<file path="config.mk">
export PLATFORM = sky130hd
export DESIGN_NAME = mcasp_core
export DESIGN_NICKNAME = d
export VERILOG_FILES = /design/src/hw/mcasp_pkg.sv /design/src/hw/mcasp_core.sv /design/src/hw/mcasp_sync.sv
export VERILOG_INCLUDE_DIRS = /design/src /design/src/hw
export SDC_FILE = /design/constraint.sdc
export NUM_CORES = 1
export LEC_CHECK = 0
export BUFFER_PORTS_ARGS = -buffer_cell sky130_fd_sc_hd__buf_2
export CORE_AREA = 2 2 170 172
export CTS_CLUSTER_SIZE = 12
export DETAILED_ROUTE_END_ITERATION = 10
export DIE_AREA = 0 0 172 174
export PLACE_DENSITY = 0.59
export SLEW_MARGIN = 30
export SYNTH_ARGS = -nofsm -noshare
export SYNTH_HDL_FRONTEND = slang
export SYNTH_HIERARCHICAL = 1
export SYNTH_SLANG_ARGS = --single-unit
export TNS_END_PERCENT = 1
</file>
<file path="constraint.sdc">
create_clock -name sys_clk -period 10.2 [get_ports sys_clk]
set_clock_uncertainty 0.2 [all_clocks]
set_input_delay 0 -clock sys_clk [delete_from_list [all_inputs] [get_ports sys_clk]]
set_output_delay 0 -clock sys_clk [all_outputs]
set_load 0.02 [all_outputs]
</file>
<file path="src/hw/mcasp_map.svh">
// mcasp_map.svh: register indices, field positions, reset values and timing figures
// of the mono codec audio serial port.
// assumes: included by bare name; byte address of a register is four times its index.
`ifndef MCASP_MAP_SVH
`define MCASP_MAP_SVH

// ----------------------------------------------------------------------------
// register indices (byte address = index * 4)
// ----------------------------------------------------------------------------
`define MCASP_IDX_FORMAT 6'h04
`define MCASP_IDX_COMPAND 6'h05
`define MCASP_IDX_CLOCK 6'h06
`define MCASP_IDX_STATUS 6'h07
`define MCASP_IDX_PLAYBACK 6'h08

// ----------------------------------------------------------------------------
// audio_port_format_control fields
// ----------------------------------------------------------------------------
`define MCASP_FMT_WIDTH 10
`define MCASP_FMT_RESET 10'h050
`define MCASP_BIT_MONO_DUP 9
`define MCASP_BIT_BCLK_INV 8
`define MCASP_BIT_SYNC_POL 7
`define MCASP_POS_WL_HI 6
`define MCASP_POS_WL_LO 5
`define MCASP_POS_FMT_HI 4
`define MCASP_POS_FMT_LO 3
`define MCASP_BIT_PB_SWAP 2
`define MCASP_BIT_CAP_SWAP 1

// ----------------------------------------------------------------------------
// companding_control fields
// ----------------------------------------------------------------------------
`define MCASP_CMP_WIDTH 9
`define MCASP_CMP_RESET 9'h000
`define MCASP_BIT_BYTE_WORD 5

// ----------------------------------------------------------------------------
// clock generation control fields
// ----------------------------------------------------------------------------
`define MCASP_CLK_WIDTH 5
`define MCASP_CLK_RESET 5'h00
`define MCASP_POS_DIV_HI 4
`define MCASP_POS_DIV_LO 2
`define MCASP_BIT_MASTER 0

// ----------------------------------------------------------------------------
// word lengths in bits and default frame size in master mode
// ----------------------------------------------------------------------------
`define MCASP_WL_8 6'd8
`define MCASP_WL_16 6'd16
`define MCASP_WL_20 6'd20
`define MCASP_WL_24 6'd24
`define MCASP_WL_32 6'd32
`define MCASP_DIV_MAX 3'h5
`define MCASP_FRAME_BITS 64

`endif

</file>
<file path="src/hw/mcasp_pkg.sv">
// mcasp_pkg: types shared by the audio serial port files.
// assumes: compiled before every module that names it.
package mcasp_pkg;

    // data format codes as held in the format field
    typedef enum logic [1:0] {
        MCASP_FMT_RJ = 2'h0,
        MCASP_FMT_LJ = 2'h1,
        MCASP_FMT_I2S = 2'h2,
        MCASP_FMT_DSP = 2'h3
    } mcasp_fmt_t;

    // where one bit-clock edge falls inside the frame
    typedef struct packed {
        logic valid;
        logic left;
        logic [5:0] pos;
    } mcasp_slot_t;

endpackage : mcasp_pkg

</file>
<file path="src/hw/mcasp_core.sv">
// mcasp_core: audio serial port of a mono codec with an apb register slave.
// assumes: sys_clk is the master clock; bit clock and frame pins are two-way and
// are resolved outside; capture samples come msb-aligned from codec logic on sys_clk.
//
// Notes on behaviour
// - four pins: capture out, playback in, frame, bit clock
// - master drives clocks, slave receives them
// - every format sends msb first
// - master_select high generates clocks, low follows
// - left-justified: msb on first rise after transition
// - right-justified: lsb on last rise before transition
// - i2s: msb on second rise after transition
// - dsp: right word directly follows left word
// - dsp: polarity 1 first rise, 0 second
// - master clocks divided from master clock
// - mono_duplicate sends data in both phases
// - bit_clock_invert flips bit clock
// - sync_polarity_select flips frame outside dsp
// - word_length picks 16/20/24/32, resets 24
// - format_select picks rj/lj/i2s/dsp, resets i2s
// - playback_phase_swap picks playback phase
// - capture_phase_swap picks capture phase
// - byte_word_enable forces 8-bit words
// - right-justified caps 32-bit words at 24
// - divider codes 0..5 divide by 2..64
// - master_select resets to 0, clocks inputs
`timescale 1ns/100ps
`default_nettype none
`include "mcasp_map.svh"

module mcasp_core #(
    parameter int FRAME_BITS = `MCASP_FRAME_BITS
) (
    // clock and reset
    input wire logic sys_clk,
    input wire logic rst_n,
    // apb slave
    input wire logic psel,
    input wire logic penable,
    input wire logic pwrite,
    input wire logic [7:0] paddr,
    input wire logic [31:0] pwdata,
    output logic [31:0] prdata,
    output logic pready,
    output logic pslverr,
    // bit clock pin
    input wire logic bit_clock_in,
    output logic bit_clock_out,
    output logic bit_clock_oe,
    // frame pin
    input wire logic frame_in,
    output logic frame_out,
    output logic frame_oe,
    // serial data pins
    output logic capture_serial_out,
    input wire logic playback_serial_in,
    // codec side samples
    input wire logic [31:0] capture_sample,
    output logic [31:0] playback_sample,
    output logic playback_valid
);

    // ------------
    // registers and decoded controls
    // ------------
    logic [`MCASP_FMT_WIDTH-1:0] audio_port_format_control;
    logic [`MCASP_CMP_WIDTH-1:0] companding_control;
    logic [`MCASP_CLK_WIDTH-1:0] clock_generation_control;
    logic master_select;
    logic [2:0] bit_clock_divider;
    logic mono_duplicate;
    logic bit_clock_invert;
    logic sync_polarity_select;
    logic [1:0] word_length;
    mcasp_pkg::mcasp_fmt_t format_select;
    logic playback_phase_swap;
    logic capture_phase_swap;
    logic byte_word_enable;
    logic is_dsp;
    logic [5:0] word_bits;

    assign master_select = clock_generation_control[`MCASP_BIT_MASTER];
    assign bit_clock_divider = clock_generation_control[`MCASP_POS_DIV_HI:`MCASP_POS_DIV_LO];
    assign mono_duplicate = audio_port_format_control[`MCASP_BIT_MONO_DUP];
    assign bit_clock_invert = audio_port_format_control[`MCASP_BIT_BCLK_INV];
    assign sync_polarity_select = audio_port_format_control[`MCASP_BIT_SYNC_POL];
    assign word_length = audio_port_format_control[`MCASP_POS_WL_HI:`MCASP_POS_WL_LO];
    assign format_select = mcasp_pkg::mcasp_fmt_t'(audio_port_format_control[`MCASP_POS_FMT_HI:`MCASP_POS_FMT_LO]);
    assign playback_phase_swap = audio_port_format_control[`MCASP_BIT_PB_SWAP];
    assign capture_phase_swap = audio_port_format_control[`MCASP_BIT_CAP_SWAP];
    assign byte_word_enable = companding_control[`MCASP_BIT_BYTE_WORD];
    assign is_dsp = (format_select == mcasp_pkg::MCASP_FMT_DSP);

    // effective word length in bits
    always_comb begin
        if (byte_word_enable) begin
            word_bits = `MCASP_WL_8;
        end else begin
            unique case (word_length)
                2'h0: word_bits = `MCASP_WL_16;
                2'h1: word_bits = `MCASP_WL_20;
                2'h2: word_bits = `MCASP_WL_24;
                2'h3: word_bits = (format_select == mcasp_pkg::MCASP_FMT_RJ) ? `MCASP_WL_24 : `MCASP_WL_32;
            endcase
        end
    end

    // ------------
    // apb slave
    // ------------
    logic [5:0] reg_index;
    logic mapped;
    logic apb_write;
    logic apb_setup;
    logic frame_level_logical;
    logic [31:0] status_word;

    assign reg_index = paddr[7:2];
    assign mapped = (paddr[1:0] == 2'h0) &&
                    (reg_index == `MCASP_IDX_FORMAT || reg_index == `MCASP_IDX_COMPAND ||
                     reg_index == `MCASP_IDX_CLOCK || reg_index == `MCASP_IDX_STATUS ||
                     reg_index == `MCASP_IDX_PLAYBACK);
    assign apb_write = psel && penable && pwrite && mapped;
    assign apb_setup = psel && !penable;
    assign pready = psel && penable;
    assign pslverr = psel && penable && !mapped;
    assign status_word = {24'h00_0000, word_bits, frame_level_logical, master_select};

    // register writes in the access phase
    always_ff @(posedge sys_clk) begin
        if (!rst_n) begin
            audio_port_format_control <= `MCASP_FMT_RESET;
            companding_control <= `MCASP_CMP_RESET;
            clock_generation_control <= `MCASP_CLK_RESET;
        end else if (apb_write) begin
            if (reg_index == `MCASP_IDX_FORMAT) begin
                audio_port_format_control <= pwdata[`MCASP_FMT_WIDTH-1:0];
            end
            if (reg_index == `MCASP_IDX_COMPAND) begin
                companding_control <= pwdata[`MCASP_CMP_WIDTH-1:0];
            end
            if (reg_index == `MCASP_IDX_CLOCK) begin
                clock_generation_control <= pwdata[`MCASP_CLK_WIDTH-1:0] &
                                            {3'h7, 1'b0, 1'b1}; // bit 1 reserved
            end
        end
    end

    // read data captured in the setup phase, held through the access phase
    always_ff @(posedge sys_clk) begin
        if (!rst_n) begin
            prdata <= 32'h0000_0000;
        end else if (apb_setup && !pwrite) begin
            unique case (1'b1)
                (mapped && reg_index == `MCASP_IDX_FORMAT): prdata <= {22'h00_0000, audio_port_format_control};
                (mapped && reg_index == `MCASP_IDX_COMPAND): prdata <= {23'h00_0000, companding_control};
                (mapped && reg_index == `MCASP_IDX_CLOCK): prdata <= {27'h000_0000, clock_generation_control};
                (mapped && reg_index == `MCASP_IDX_STATUS): prdata <= status_word;
                (mapped && reg_index == `MCASP_IDX_PLAYBACK): prdata <= playback_sample;
                default: prdata <= 32'h0000_0000;
            endcase
        end
    end

    // ------------
    // pin synchronisers
    // ------------
    logic [2:0] pins_sync;

    mcasp_sync #(
        .WIDTH(3)
    ) u_pin_sync (
        .clk(sys_clk),
        .rst_n(rst_n),
        .async_in({playback_serial_in, frame_in, bit_clock_in}),
        .sync_out(pins_sync)
    );

    // ------------
    // master clock generation
    // ------------
    logic [5:0] div_count;
    logic [5:0] div_half;
    logic div_tick;
    logic bclk_gen;
    logic frame_gen;
    logic [7:0] gen_bit_count;
    logic [7:0] gen_half_bits;

    // bit clock half period in sys_clk cycles; reserved codes hold at 32
    assign div_half = (bit_clock_divider > `MCASP_DIV_MAX) ? 6'd32 : (6'd1 << bit_clock_divider);
    assign div_tick = (div_count == div_half - 6'd1);
    assign gen_half_bits = 8'(FRAME_BITS / 2);

    // bit clock divider, runs only while master
    always_ff @(posedge sys_clk) begin
        if (!rst_n || !master_select) begin
            div_count <= 6'd0;
            bclk_gen <= 1'b0;
        end else if (div_tick) begin
            div_count <= 6'd0;
            bclk_gen <= !bclk_gen;
        end else begin
            div_count <= div_count + 6'd1;
        end
    end

    // frame generator, moves on the falling edge of the generated bit clock
    always_ff @(posedge sys_clk) begin
        if (!rst_n || !master_select) begin
            gen_bit_count <= 8'd0;
            frame_gen <= 1'b0;
        end else if (div_tick && bclk_gen) begin
            gen_bit_count <= (gen_bit_count == 8'(FRAME_BITS - 1)) ? 8'd0 : gen_bit_count + 8'd1;
            if (is_dsp) begin
                frame_gen <= (gen_bit_count == 8'(FRAME_BITS - 1)); // one bit wide pulse
            end else if (gen_bit_count == gen_half_bits - 8'd1 || gen_bit_count == 8'(FRAME_BITS - 1)) begin
                frame_gen <= !frame_gen;
            end
        end
    end

    // pins: outputs enabled only as master
    assign bit_clock_oe = master_select;
    assign frame_oe = master_select;
    assign bit_clock_out = bclk_gen ^ bit_clock_invert;
    assign frame_out = frame_gen ^ (sync_polarity_select && !is_dsp);

    // ------------
    // edge detection of bit clock and frame
    // ------------
    logic bclk_level;
    logic bclk_prev;
    logic frame_level;
    logic frame_prev;
    logic bclk_rise;
    logic bclk_fall;
    logic frame_event;

    // logical levels: slave pins are undone of their polarity
    assign bclk_level = master_select ? bclk_gen : (pins_sync[0] ^ bit_clock_invert);
    assign frame_level = master_select ? frame_gen : (pins_sync[1] ^ (sync_polarity_select && !is_dsp));
    assign frame_level_logical = frame_level;
    assign bclk_rise = bclk_level && !bclk_prev;
    assign bclk_fall = !bclk_level && bclk_prev;
    assign frame_event = is_dsp ? (frame_level && !frame_prev) : (frame_level != frame_prev);

    // previous levels for edge detection
    always_ff @(posedge sys_clk) begin
        if (!rst_n) begin
            bclk_prev <= 1'b0;
            frame_prev <= 1'b0;
        end else begin
            bclk_prev <= bclk_level;
            frame_prev <= frame_level;
        end
    end

    // ------------
    // position within the frame half
    // ------------
    logic [8:0] rise_count;
    logic [8:0] half_len;
    logic [8:0] next_edge;
    mcasp_pkg::mcasp_slot_t slot;

    // rising edges since the last frame transition, and length of the last half
    always_ff @(posedge sys_clk) begin
        if (!rst_n) begin
            rise_count <= 9'd0;
            half_len <= 9'd0;
        end else if (frame_event) begin
            rise_count <= 9'd0;
            half_len <= rise_count;
        end else if (bclk_rise && rise_count != 9'h1ff) begin
            rise_count <= rise_count + 9'd1;
        end
    end

    // edge number that the next rising edge will carry
    assign next_edge = frame_event ? 9'd1 : rise_count + 9'd1;

    // map a rising edge number to a word bit and a channel phase
    function automatic mcasp_pkg::mcasp_slot_t slot_of(input logic [8:0] edge_num);
        logic signed [11:0] offset;
        logic signed [11:0] j;
        logic signed [11:0] wl;
        mcasp_pkg::mcasp_slot_t s;
        wl = $signed({6'h00, word_bits});
        s = '0;
        unique case (format_select)
            mcasp_pkg::MCASP_FMT_LJ: offset = 12'sd1;
            mcasp_pkg::MCASP_FMT_I2S: offset = 12'sd2;
            mcasp_pkg::MCASP_FMT_DSP: offset = sync_polarity_select ? 12'sd1 : 12'sd2;
            mcasp_pkg::MCASP_FMT_RJ: offset = 12'sd1 + $signed({3'h0, half_len}) - wl;
        endcase
        j = $signed({3'h0, edge_num}) - offset;
        if (is_dsp) begin
            // left word then right word with no gap between them
            s.valid = (j >= 12'sd0) && (j < (wl <<< 1));
            s.left = (j < wl);
            s.pos = s.left ? j[5:0] : 6'(j - wl);
        end else begin
            s.valid = (j >= 12'sd0) && (j < wl);
            s.left = (format_select == mcasp_pkg::MCASP_FMT_I2S) ? !frame_level : frame_level;
            s.pos = j[5:0];
        end
        return s;
    endfunction : slot_of

    always_comb slot = slot_of(next_edge); // a process sees all state the function reads

    // ------------
    // capture serialiser
    // ------------
    logic [31:0] capture_word;
    logic capture_phase_ok;

    assign capture_phase_ok = mono_duplicate || (slot.left != capture_phase_swap);

    // capture word is held stable from one frame transition to the next
    always_ff @(posedge sys_clk) begin
        if (!rst_n) begin
            capture_word <= 32'h0000_0000;
        end else if (frame_event) begin
            capture_word <= capture_sample;
        end
    end

    // next bit is set up on a frame transition or a falling bit clock edge
    always_ff @(posedge sys_clk) begin
        if (!rst_n) begin
            capture_serial_out <= 1'b0;
        end else if (frame_event || bclk_fall) begin
            if (slot.valid && capture_phase_ok) begin
                // msb-aligned sample, bit 31 leaves first
                capture_serial_out <= (frame_event ? capture_sample[5'(31 - slot.pos)] :
                                       capture_word[5'(31 - slot.pos)]);
            end else begin
                capture_serial_out <= 1'b0;
            end
        end
    end

    // ------------
    // playback deserialiser
    // ------------
    logic [31:0] playback_shift;
    logic playback_take;
    logic [31:0] next_shift;

    // input bit is taken on a rising edge inside the selected phase only
    assign playback_take = bclk_rise && !frame_event && slot.valid &&
                           (slot.left != playback_phase_swap);

    // new shift contents with the current bit put in place, msb first
    always_comb begin
        next_shift = (slot.pos == 6'd0) ? 32'h0000_0000 : playback_shift;
        next_shift[5'(31 - slot.pos)] = pins_sync[2];
    end

    // shift register and completed sample
    always_ff @(posedge sys_clk) begin
        if (!rst_n) begin
            playback_shift <= 32'h0000_0000;
            playback_sample <= 32'h0000_0000;
            playback_valid <= 1'b0;
        end else begin
            playback_valid <= 1'b0;
            if (playback_take) begin
                playback_shift <= next_shift;
                if (slot.pos == word_bits - 6'd1) begin
                    playback_sample <= next_shift;
                    playback_valid <= 1'b1;
                end
            end
        end
    end

endmodule : mcasp_core
`default_nettype wire

</file>
<file path="src/hw/mcasp_sync.sv">
// mcasp_sync: two flip-flop synchroniser for a group of pin levels.
// assumes: inputs are asynchronous to clk; only the second stage is read outside.
`timescale 1ns/100ps
`default_nettype none

module mcasp_sync #(
    parameter int WIDTH = 3
) (
    // clock and reset
    input wire logic clk,
    input wire logic rst_n,
    // levels
    input wire logic [WIDTH-1:0] async_in,
    output logic [WIDTH-1:0] sync_out
);

    logic [WIDTH-1:0] stage1;

    // two stages per bit, reset low
    always_ff @(posedge clk) begin
        if (!rst_n) begin
            stage1 <= '0;
            sync_out <= '0;
        end else begin
            stage1 <= async_in;
            sync_out <= stage1;
        end
    end

endmodule : mcasp_sync
`default_nettype wire
</file>
# ---- Word-level counts from Yosys, hierarchy flattened
# Cells that the tools add are included.
dict set report totals {
  register_bits 195
  in_bits 80
  word_cells 147
}
dict set report classes {
  addsub 10
  order_cmp 6
  eq_ne 19
  shifts 1
  muxes 28
  bitwise_logic 5
  n_reduce_logical 59
}
# op n
set op_table {}
lappend op_table {{32-bit one-hot mux with 5 select lines} 1}
lappend op_table {{12-bit one-hot mux with 4 select lines} 1}
lappend op_table {{32-bit bitwise mux} 1}
lappend op_table {{32-bit two-way mux} 1}
lappend op_table {{1-bit logical AND} 25}
lappend op_table {{6-bit by 3-bit equality test with 1-bit output (second input constant)} 4}
lappend op_table {{6-bit two-way mux} 4}
lappend op_table {{6-bit one-hot mux with 4 select lines} 1}
lappend op_table {{8-bit two-way mux} 2}
lappend op_table {{1-bit zero test} 13}
lappend op_table {{6-bit equality test} 2}
lappend op_table {{12-bit by 1-bit greater-or-equal comparator with 1-bit output (second input constant)} 1}
lappend op_table {{12-bit by 7-bit < comparator with 1-bit output} 1}
lappend op_table {{12-bit by 8-bit < comparator with 1-bit output} 1}
lappend op_table {{1-bit two-way mux} 12}
lappend op_table {{2-bit AND reduction} 6}
lappend op_table {{10-bit by 12-bit subtractor with 12-bit output} 1}
lappend op_table {{6-bit by 1-bit subtractor with 6-bit output (second input constant)} 2}
lappend op_table {{10-bit by 6-bit subtractor with 11-bit output} 1}
lappend op_table {{1-bit by 9-bit adder with 10-bit output (first input constant)} 1}
lappend op_table {{1-bit binary-select mux with 5-bit select} 2}
lappend op_table {{9-bit by 1-bit adder with 9-bit output (second input constant)} 1}
lappend op_table {{9-bit two-way mux} 1}
lappend op_table {{9-bit != test (second input constant)} 1}
lappend op_table {{other kinds (23)} 42}

# ---- Logic depth before layout (Yosys ltp)
dict set report logic_depth {
  ltp_word 18
  mapped_depth 32
  mapped_depth_nobuf 26
}

# ---- By module
# Netlist, hierarchy kept.
# module instances cells_each area_each_um2 seq_area_each_um2
set by_module_without_submodules {}
lappend by_module_without_submodules {mcasp_core 1 1300 10611.4 3783.6}
lappend by_module_without_submodules {mcasp_sync 1 12 157.7 120.1}

# ---- Worst setup path after synthesis
# OpenSTA, ideal clock, no wires.
dict set report synth_path {
  kind {register to register}
  from {register audio_port_format_control[3]}
  to {register playback_shift[22]}
  setup_ps 116
  arrival_ps 6085
  required_ps 9884
  path_slack_ps 3799
  path_stages_with_launch 33
  path_buffers 6
  cell_sequence {dfxtp_1 -> clkbuf_1 -> a21bo_2 -> xnor2_1 -> mux2i_1 -> inv_1 -> ha_1 -> nand2_1 -> o21ai_0 -> clkbuf_1 -> clkbuf_1 -> and2_1 -> ha_1 -> inv_1 -> fa_1 -> a211oi_2 -> nor2_1 -> xnor2_1 -> inv_1 -> ha_1 -> nor2b_1 -> o21ai_0 -> nand2b_1 -> nor3_2 -> and4_4 -> buf_6 -> or4_4 -> a21oi_4 -> and2_4 -> buf_8 -> buf_8 -> o211ai_1 -> o211a_1}
}
dict set report synth_via {
  elab_chain_len 18
}
# item line
set synth_lines {}
lappend synth_lines {{start: declaration} mcasp_core.sv:66} ;# logic [`MCASP_FMT_WIDTH-1:0] audio_port_format_control;
lappend synth_lines {{start signal: assignment} mcasp_core.sv:132} ;# audio_port_format_control <= `MCASP_FMT_RESET;
lappend synth_lines {{start signal: assignment} mcasp_core.sv:137} ;# audio_port_format_control <= pwdata[`MCASP_FMT_WIDTH-1:0];
lappend synth_lines {{2-bit equality test (*)} mcasp_core.sv:92} ;# assign is_dsp = (format_select == mcasp_pkg::MCASP_FMT_DSP);
lappend synth_lines {{1-bit zero test (*)} mcasp_core.sv:242} ;# assign frame_level = master_select ? frame_gen : (pins_sync[1] ^ (sync_polarity_select && !is_dsp));
lappend synth_lines {{1-bit logical AND (*)} mcasp_core.sv:242}
lappend synth_lines {{1-bit XOR (*)} mcasp_core.sv:242}
lappend synth_lines {{1-bit two-way mux (*)} mcasp_core.sv:242}
lappend synth_lines {{net frame_level} mcasp_core.sv:234} ;# logic frame_level;
lappend synth_lines {{1-bit != test or 1-bit logical AND (tied branches)} mcasp_core.sv:246} ;# assign frame_event = is_dsp ? (frame_level && !frame_prev) : (frame_level != frame_prev);
lappend synth_lines {{1-bit two-way mux} mcasp_core.sv:246}
lappend synth_lines {{[... 3 more ...]} -}
lappend synth_lines {{6-bit two-way mux} mcasp_core.sv:302} ;# s.pos = s.left ? j[5:0] : 6'(j - wl);
lappend synth_lines {{8-bit two-way mux} mcasp_core.sv:298} ;# if (is_dsp) begin
lappend synth_lines {{5-bit subtractor} mcasp_core.sv:359} ;# next_shift[5'(31 - slot.pos)] = pins_sync[2];
lappend synth_lines {{5-bit by 6-bit < comparator with 1-bit output (implied by the code) or 5-bit by 1-bit greater-or-equal comparator with 1-bit output (tied branches)} mcasp_core.sv:359}
lappend synth_lines {{1-bit logical AND (implied by the code)} mcasp_core.sv:359}
lappend synth_lines {{1-bit two-way mux (implied by the code)} mcasp_core.sv:359}
lappend synth_lines {{1-bit demux with 5-bit select} mcasp_core.sv:359}
lappend synth_lines {{32-bit bitwise mux} mcasp_core.sv:359}
lappend synth_lines {{end signal: assignment} mcasp_core.sv:371} ;# playback_shift <= next_shift;
lappend synth_lines {{end: declaration} mcasp_core.sv:348} ;# logic [31:0] playback_shift;
# Mark *: on every way through the listed nets, which the timed path passes. The rest lies on a longest branch.
# A chain may end at the register's enable or synchronous reset.

# ---- Worst setup path after layout
dict set report layout_path {
  from {register audio_port_format_control[4]}
  to {register playback_sample[7]}
}
dict set report layout_via {
  elab_chain_len 18
}
# item line
set layout_lines {}
lappend layout_lines {{2-bit equality test (*)} mcasp_core.sv:92}
lappend layout_lines {{1-bit zero test (*)} mcasp_core.sv:242}
lappend layout_lines {{1-bit logical AND (*)} mcasp_core.sv:242}
lappend layout_lines {{1-bit XOR (*)} mcasp_core.sv:242}
lappend layout_lines {{1-bit two-way mux (*)} mcasp_core.sv:242}
lappend layout_lines {{net frame_level} mcasp_core.sv:234}
lappend layout_lines {{1-bit != test or 1-bit logical AND (tied branches)} mcasp_core.sv:246}
lappend layout_lines {{1-bit two-way mux} mcasp_core.sv:246}
lappend layout_lines {{[... 3 more ...]} -}
lappend layout_lines {{6-bit two-way mux} mcasp_core.sv:302}
lappend layout_lines {{8-bit two-way mux} mcasp_core.sv:298}
lappend layout_lines {{5-bit subtractor} mcasp_core.sv:359}
lappend layout_lines {{5-bit by 6-bit < comparator with 1-bit output (implied by the code) or 5-bit by 1-bit greater-or-equal comparator with 1-bit output (tied branches)} mcasp_core.sv:359}
lappend layout_lines {{1-bit logical AND (implied by the code)} mcasp_core.sv:359}
lappend layout_lines {{1-bit two-way mux (implied by the code)} mcasp_core.sv:359}
lappend layout_lines {{1-bit demux with 5-bit select} mcasp_core.sv:359}
lappend layout_lines {{32-bit bitwise mux} mcasp_core.sv:359}
lappend layout_lines {{end signal: assignment} mcasp_core.sv:373} ;# playback_sample <= next_shift;
lappend layout_lines {{end: declaration} mcasp_core.sv:59} ;# output logic [31:0] playback_sample,
# Marked as above.

==> key figures <==
Pwr
  – Portion of total power attributed to the clock network: 42.8%
  – Final Total Pwr: 1.62 mW
  – Power share of the sequential group: 47.8%
  – Leakage component of the power: 5.12 nW
  – Fraction of power spent switching nets: 28.2%
  – Int Pwr: 1.16 mW
  – Worst VDD drop: 0.000100 V
  – P per Cell Area: 127 nW/µm²
  – P_sw: 0.456 mW
  – Logic pwr share: 9.3%

Worst setup path
  – Nature of the critical path startpoint: flop
  – Type of the worst setup path: reg -> reg
  – Reg-to-reg slack, setup: 1900 ps
  – Source of the worst register-to-register timing path: audio_port_format_control[4]$_SDFFE_PN1P_
  – Data required, critical path: 10,340 ps
  – Crit path max fanout: 55
  – Critical path data arrival time: 8440 ps
  – R2R depth: 27
  – Reg-to-reg endpoint: playback_sample[7]$_SDFFE_PN0P_
  – Setup crit end kind: flop

Worst hold path
  – Endpoint of the worst hold-timing path: companding_control[0]$_SDFFE_PN0P_
  – Hold crit path type: in -> reg
  – Hold path startpoint: psel
  – Number of cells on the worst hold path: 4

Logic synthesis
  – Yosys warns: 6
  – Instance count of the mapped netlist: 1,312
  – Sequential cell area fraction in the yosys report: 36.2%
  – Number of enable-type register cells in the synthesized netlist: 0
  – Post-synthesis simple-gate area fraction: 22.1%
  – Post-synthesis mux area share: 6.58%
  – Async set-or-reset flop fraction in the synthesized netlist: 0%
  – Mapped Nets: 1,430
  – FF+latch count, synth: 195
  – Average size of a mapped cell: 8.21 µm²
  – Dominant register cell in the synthesized netlist: dfxtp_1
  – Compound-gate portion of the synthesized area: 21.9%
  – Main combinational cell family by area after synthesis: simple AND/OR/NAND/NOR gates
  – Distinct cells, synth: 87
  – Mapped Area: 10,800 µm²
  – Share of synthesized cell area in full adder, half adder and majority cells: 4.55%
  – Share of the synthesized netlist area taken by xor and xnor gates: 4.05%

Placed design
  – Post-DP Area: 11,600 µm²
  – Count of input and output buffers: 129
  – Placed wire-length estimate after detailed placement: 21,000 µm
  – Post-placement setup slack: 1970 ps
  – Placer congestion estimate: 0.865
  – # placed instances: 1,754

Detailed routing
  – Final antenna-violating net count: 0
  – DR iter-0 viols: 595
  – Routed vias/inst: 5.41
  – Via count: 9,959
  – DRC Markers: 0
  – Pre-Repair DR Iteration Count: 5
  – Routed wire length: 30,200 µm
  – Mean routed wirelength per cell: 16.4 µm

Clock tree
  – Total setup buffers inserted after CTS: 0
  – Cell at the root of the clock tree: clkbuf_16
  – Cells resized by post-CTS repair: 0
  – Clock latency on the worst-skew pair: 450 ps
  – Clock transition at the registers of the reported paths: 90 ps
  – H-Tree Level Count: 4
  – Maximum buffer depth of the clock tree: 2
  – CTS sink cnt: 195
  – Number of buffers inserted during clock tree synthesis: 17
  – CTS tree: done

STA
  – Hold violation count in the final report: 0
  – Unrepaired setup endpoints after global routing: no
  – Final number of setup-violating endpoints: 0
  – Post-route setup slack: 1900 ps
  – Worst slew margin relative to its limit: 37.4%
  – Share of the clock period used by the worst path: 81.4%
  – Top achievable clock speed: 0.120 GHz
  – Final Critical Period: 8300 ps
  – Post-route worst hold slack: 53.9 ps
  – Slew at the pin with the worst max-slew slack: 936 ps
  – Final count of pins violating max slew: 0
  – Fin Setup TNS: 0 ps

Global route
  – Number of global-route vias before repair: 9,512
  – Gr usage total: 20.2%
  – Number of antenna violations at the first check in global routing: 0
  – Global-route wire length before repair: 49,200 µm
  – Largest net degree at the start of global routing: 79
  – Overflow after GRT: 0

Final layout
  – Share of final-layout standard cells stronger than drive strength 1: 15.6%
  – Number of filler instances in the final layout: 2,852
  – NumNets Final: 1,562
  – Antenna diode count: 0
  – Post-route insts no fill: 1,841
  – Area added between synthesis and finish: 18.9%
  – Register area: 3900 µm²
  – Final instance area: 12,800 µm²
  – Area of combinational cells with multiple inputs: 6400 µm²
  – Final standard cell utilization of the core: 45.3%

Die
  – Number of top-level pins: 152
  – Row count: 62
  – Area of the die: 29,900 µm²
  – Overall die height: 174 µm
  – Die width: 172 µm
  – Starting density of the core: 38.1%
  – Core Box Area: 28,200 µm²

Flow run
  – Max-cap viol count: 0

Status
  – Status: finished clean
cell usage after synthesis (3+ instances only):
| cell type | number | area share [%] |
|---|---|---|
| a211oi_1 | 32 | 2.2 |
| a21oi_1 | 122 | 5.7 |
| a221oi_1 | 8 | 0.65 |
| a2bb2oi_2 | 4 | 0.56 |
| a311oi_1 | 6 | 0.49 |
| a31oi_1 | 12 | 0.70 |
| and2_1 | 16 | 0.93 |
| and3_1 | 18 | 1.0 |
| buf_1 | 5 | 0.17 |
| buf_2 | 9 | 0.42 |
| buf_4 | 4 | 0.28 |
| buf_8 | 3 | 0.42 |
| clkbuf_1 | 63 | 2.2 |
| dfxtp_1 | 195 | 36 |
| ha_1 | 36 | 4.2 |
| inv_1 | 24 | 0.84 |
| mux2i_1 | 28 | 2.6 |
| mux4_2 | 17 | 3.6 |
| nand2_1 | 227 | 7.9 |
| nand2b_1 | 7 | 0.41 |
| nand3_1 | 53 | 2.5 |
| nand3b_1 | 20 | 1.4 |
| nand4_1 | 8 | 0.46 |
| nor2_1 | 117 | 4.1 |
| nor2b_1 | 5 | 0.29 |
| nor3_1 | 15 | 0.70 |
| nor4_1 | 6 | 0.35 |
| o2111ai_1 | 3 | 0.24 |
| o211a_1 | 28 | 2.6 |
| o211ai_1 | 31 | 2.2 |
| o21a_1 | 5 | 0.35 |
| o21ai_0 | 50 | 2.3 |
| o21ai_1 | 5 | 0.23 |
| o221a_2 | 3 | 0.31 |
| o221ai_1 | 4 | 0.33 |
| o22ai_1 | 4 | 0.23 |
| or2_2 | 3 | 0.17 |
| or3_1 | 7 | 0.41 |
| or4_1 | 4 | 0.28 |
| xnor2_1 | 28 | 2.3 |
| xor2_1 | 20 | 1.6 |
layout make-up:
cell class	count	area share [%]
Sequential cell	195	30.5
Inverter	27	0.811
Clock inverter	15	1.45
Timing Repair Buffer	198	10.2
Clock buffer	17	3.32
Tap cell	384	3.75
Multi-Input combinational cell	1005	50.0
flip-flops by register name, indices dropped and copies added (netlist names), 6 cells and up:
signal,count
capture_word,32
playback_sample,32
playback_shift,32
prdata,32
audio_port_format_control,10
companding_control,9
half_len,9
rise_count,9
gen_bit_count,8
div_count,6
power groups by stage:
stage          Clock, mW  Sequential (mW)  Combinational, mW
5_1_grt            0.744            0.776              0.166
6_report           0.694            0.775              0.151
3_5_place_dp           0            0.793              0.135
3_3_place_gp           0            0.793              0.133
2_1_floorplan          0            0.794             0.0869
4_1_cts            0.710            0.775              0.151
per-layer routing:
layer	GRT usage (%)	routed length (µm)
met2	32.1	13600
met1	28.8	14600
met3	2.39	1500
met4	5.99	480
met5	0	0
kinds of logic after synthesis:
logic type	Yosys count
and+or+nand+nor	522
adders and majority gates	38
xor gates and xnor gates	49
DFF	195
muxes	48
buffers and inverters	112
AOI/OAI and AO/OA	348
placed cells by master (no fill, tap or decap), types with 16 or more instances in the layout:
cell type	n
o211ai_1	31
nand3_1	53
mux2i_1	28
mux4_2	17
xor2_1	20
o21ai_0	49
a21oi_1	122
and3_1	18
nor2_1	117
inv_1	24
and2_1	16
ha_1	36
a211oi_1	32
clkbuf_16	17
nand3b_1	20
dlygate4sd3_1	55
o211a_1	28
buf_2	129
xnor2_1	28
dfxtp_1	195
nand2_1	227
timing repair:
item                                    CTS  global route
hold buffers                             55             0
endpoints found under the hold margin    87             0
endpoints found under the setup margin    0             0
how the worst max path moves through the flow:
stage               cells past startpoint  slack [ps]                          endpoint                                      start
floorplan                              32        3800   playback_shift[22]$_SDFFE_PN0P_  audio_port_format_control[3]$_SDFFE_PN0P_
global placement                       27        2090  playback_sample[22]$_SDFFE_PN0P_  audio_port_format_control[4]$_SDFFE_PN1P_
detailed placement                     27        1970   playback_sample[6]$_SDFFE_PN0P_  audio_port_format_control[4]$_SDFFE_PN1P_
CTS                                    27        1930   playback_sample[7]$_SDFFE_PN0P_  audio_port_format_control[4]$_SDFFE_PN1P_
global route                           27        1150  playback_sample[31]$_SDFFE_PN0P_  audio_port_format_control[4]$_SDFFE_PN1P_
finish                                 27        1900   playback_sample[7]$_SDFFE_PN0P_  audio_port_format_control[4]$_SDFFE_PN1P_
critical path, cell delays in order, from the launching register on:
cell	delay [ps]
dfxtp_1	710
a21bo_2	270
xnor2_1	60
mux2i_1	320
inv_1	90
ha_1	220
o21ai_2	550
and2_1	220
ha_1	160
inv_1	60
fa_1	420
a211oi_2	370
nor2_1	110
xnor2_1	320
inv_1	230
ha_1	380
nor2b_1	150
o21ai_0	160
nand2b_1	130
or3_1	380
nor2_2	290
a31oi_2	210
mux2i_4	180
buf_4	490
and4_2	730
buf_4	440
o211ai_1	150
o211a_1	150
Note: power is estimated with default switching activity, not from simulation.
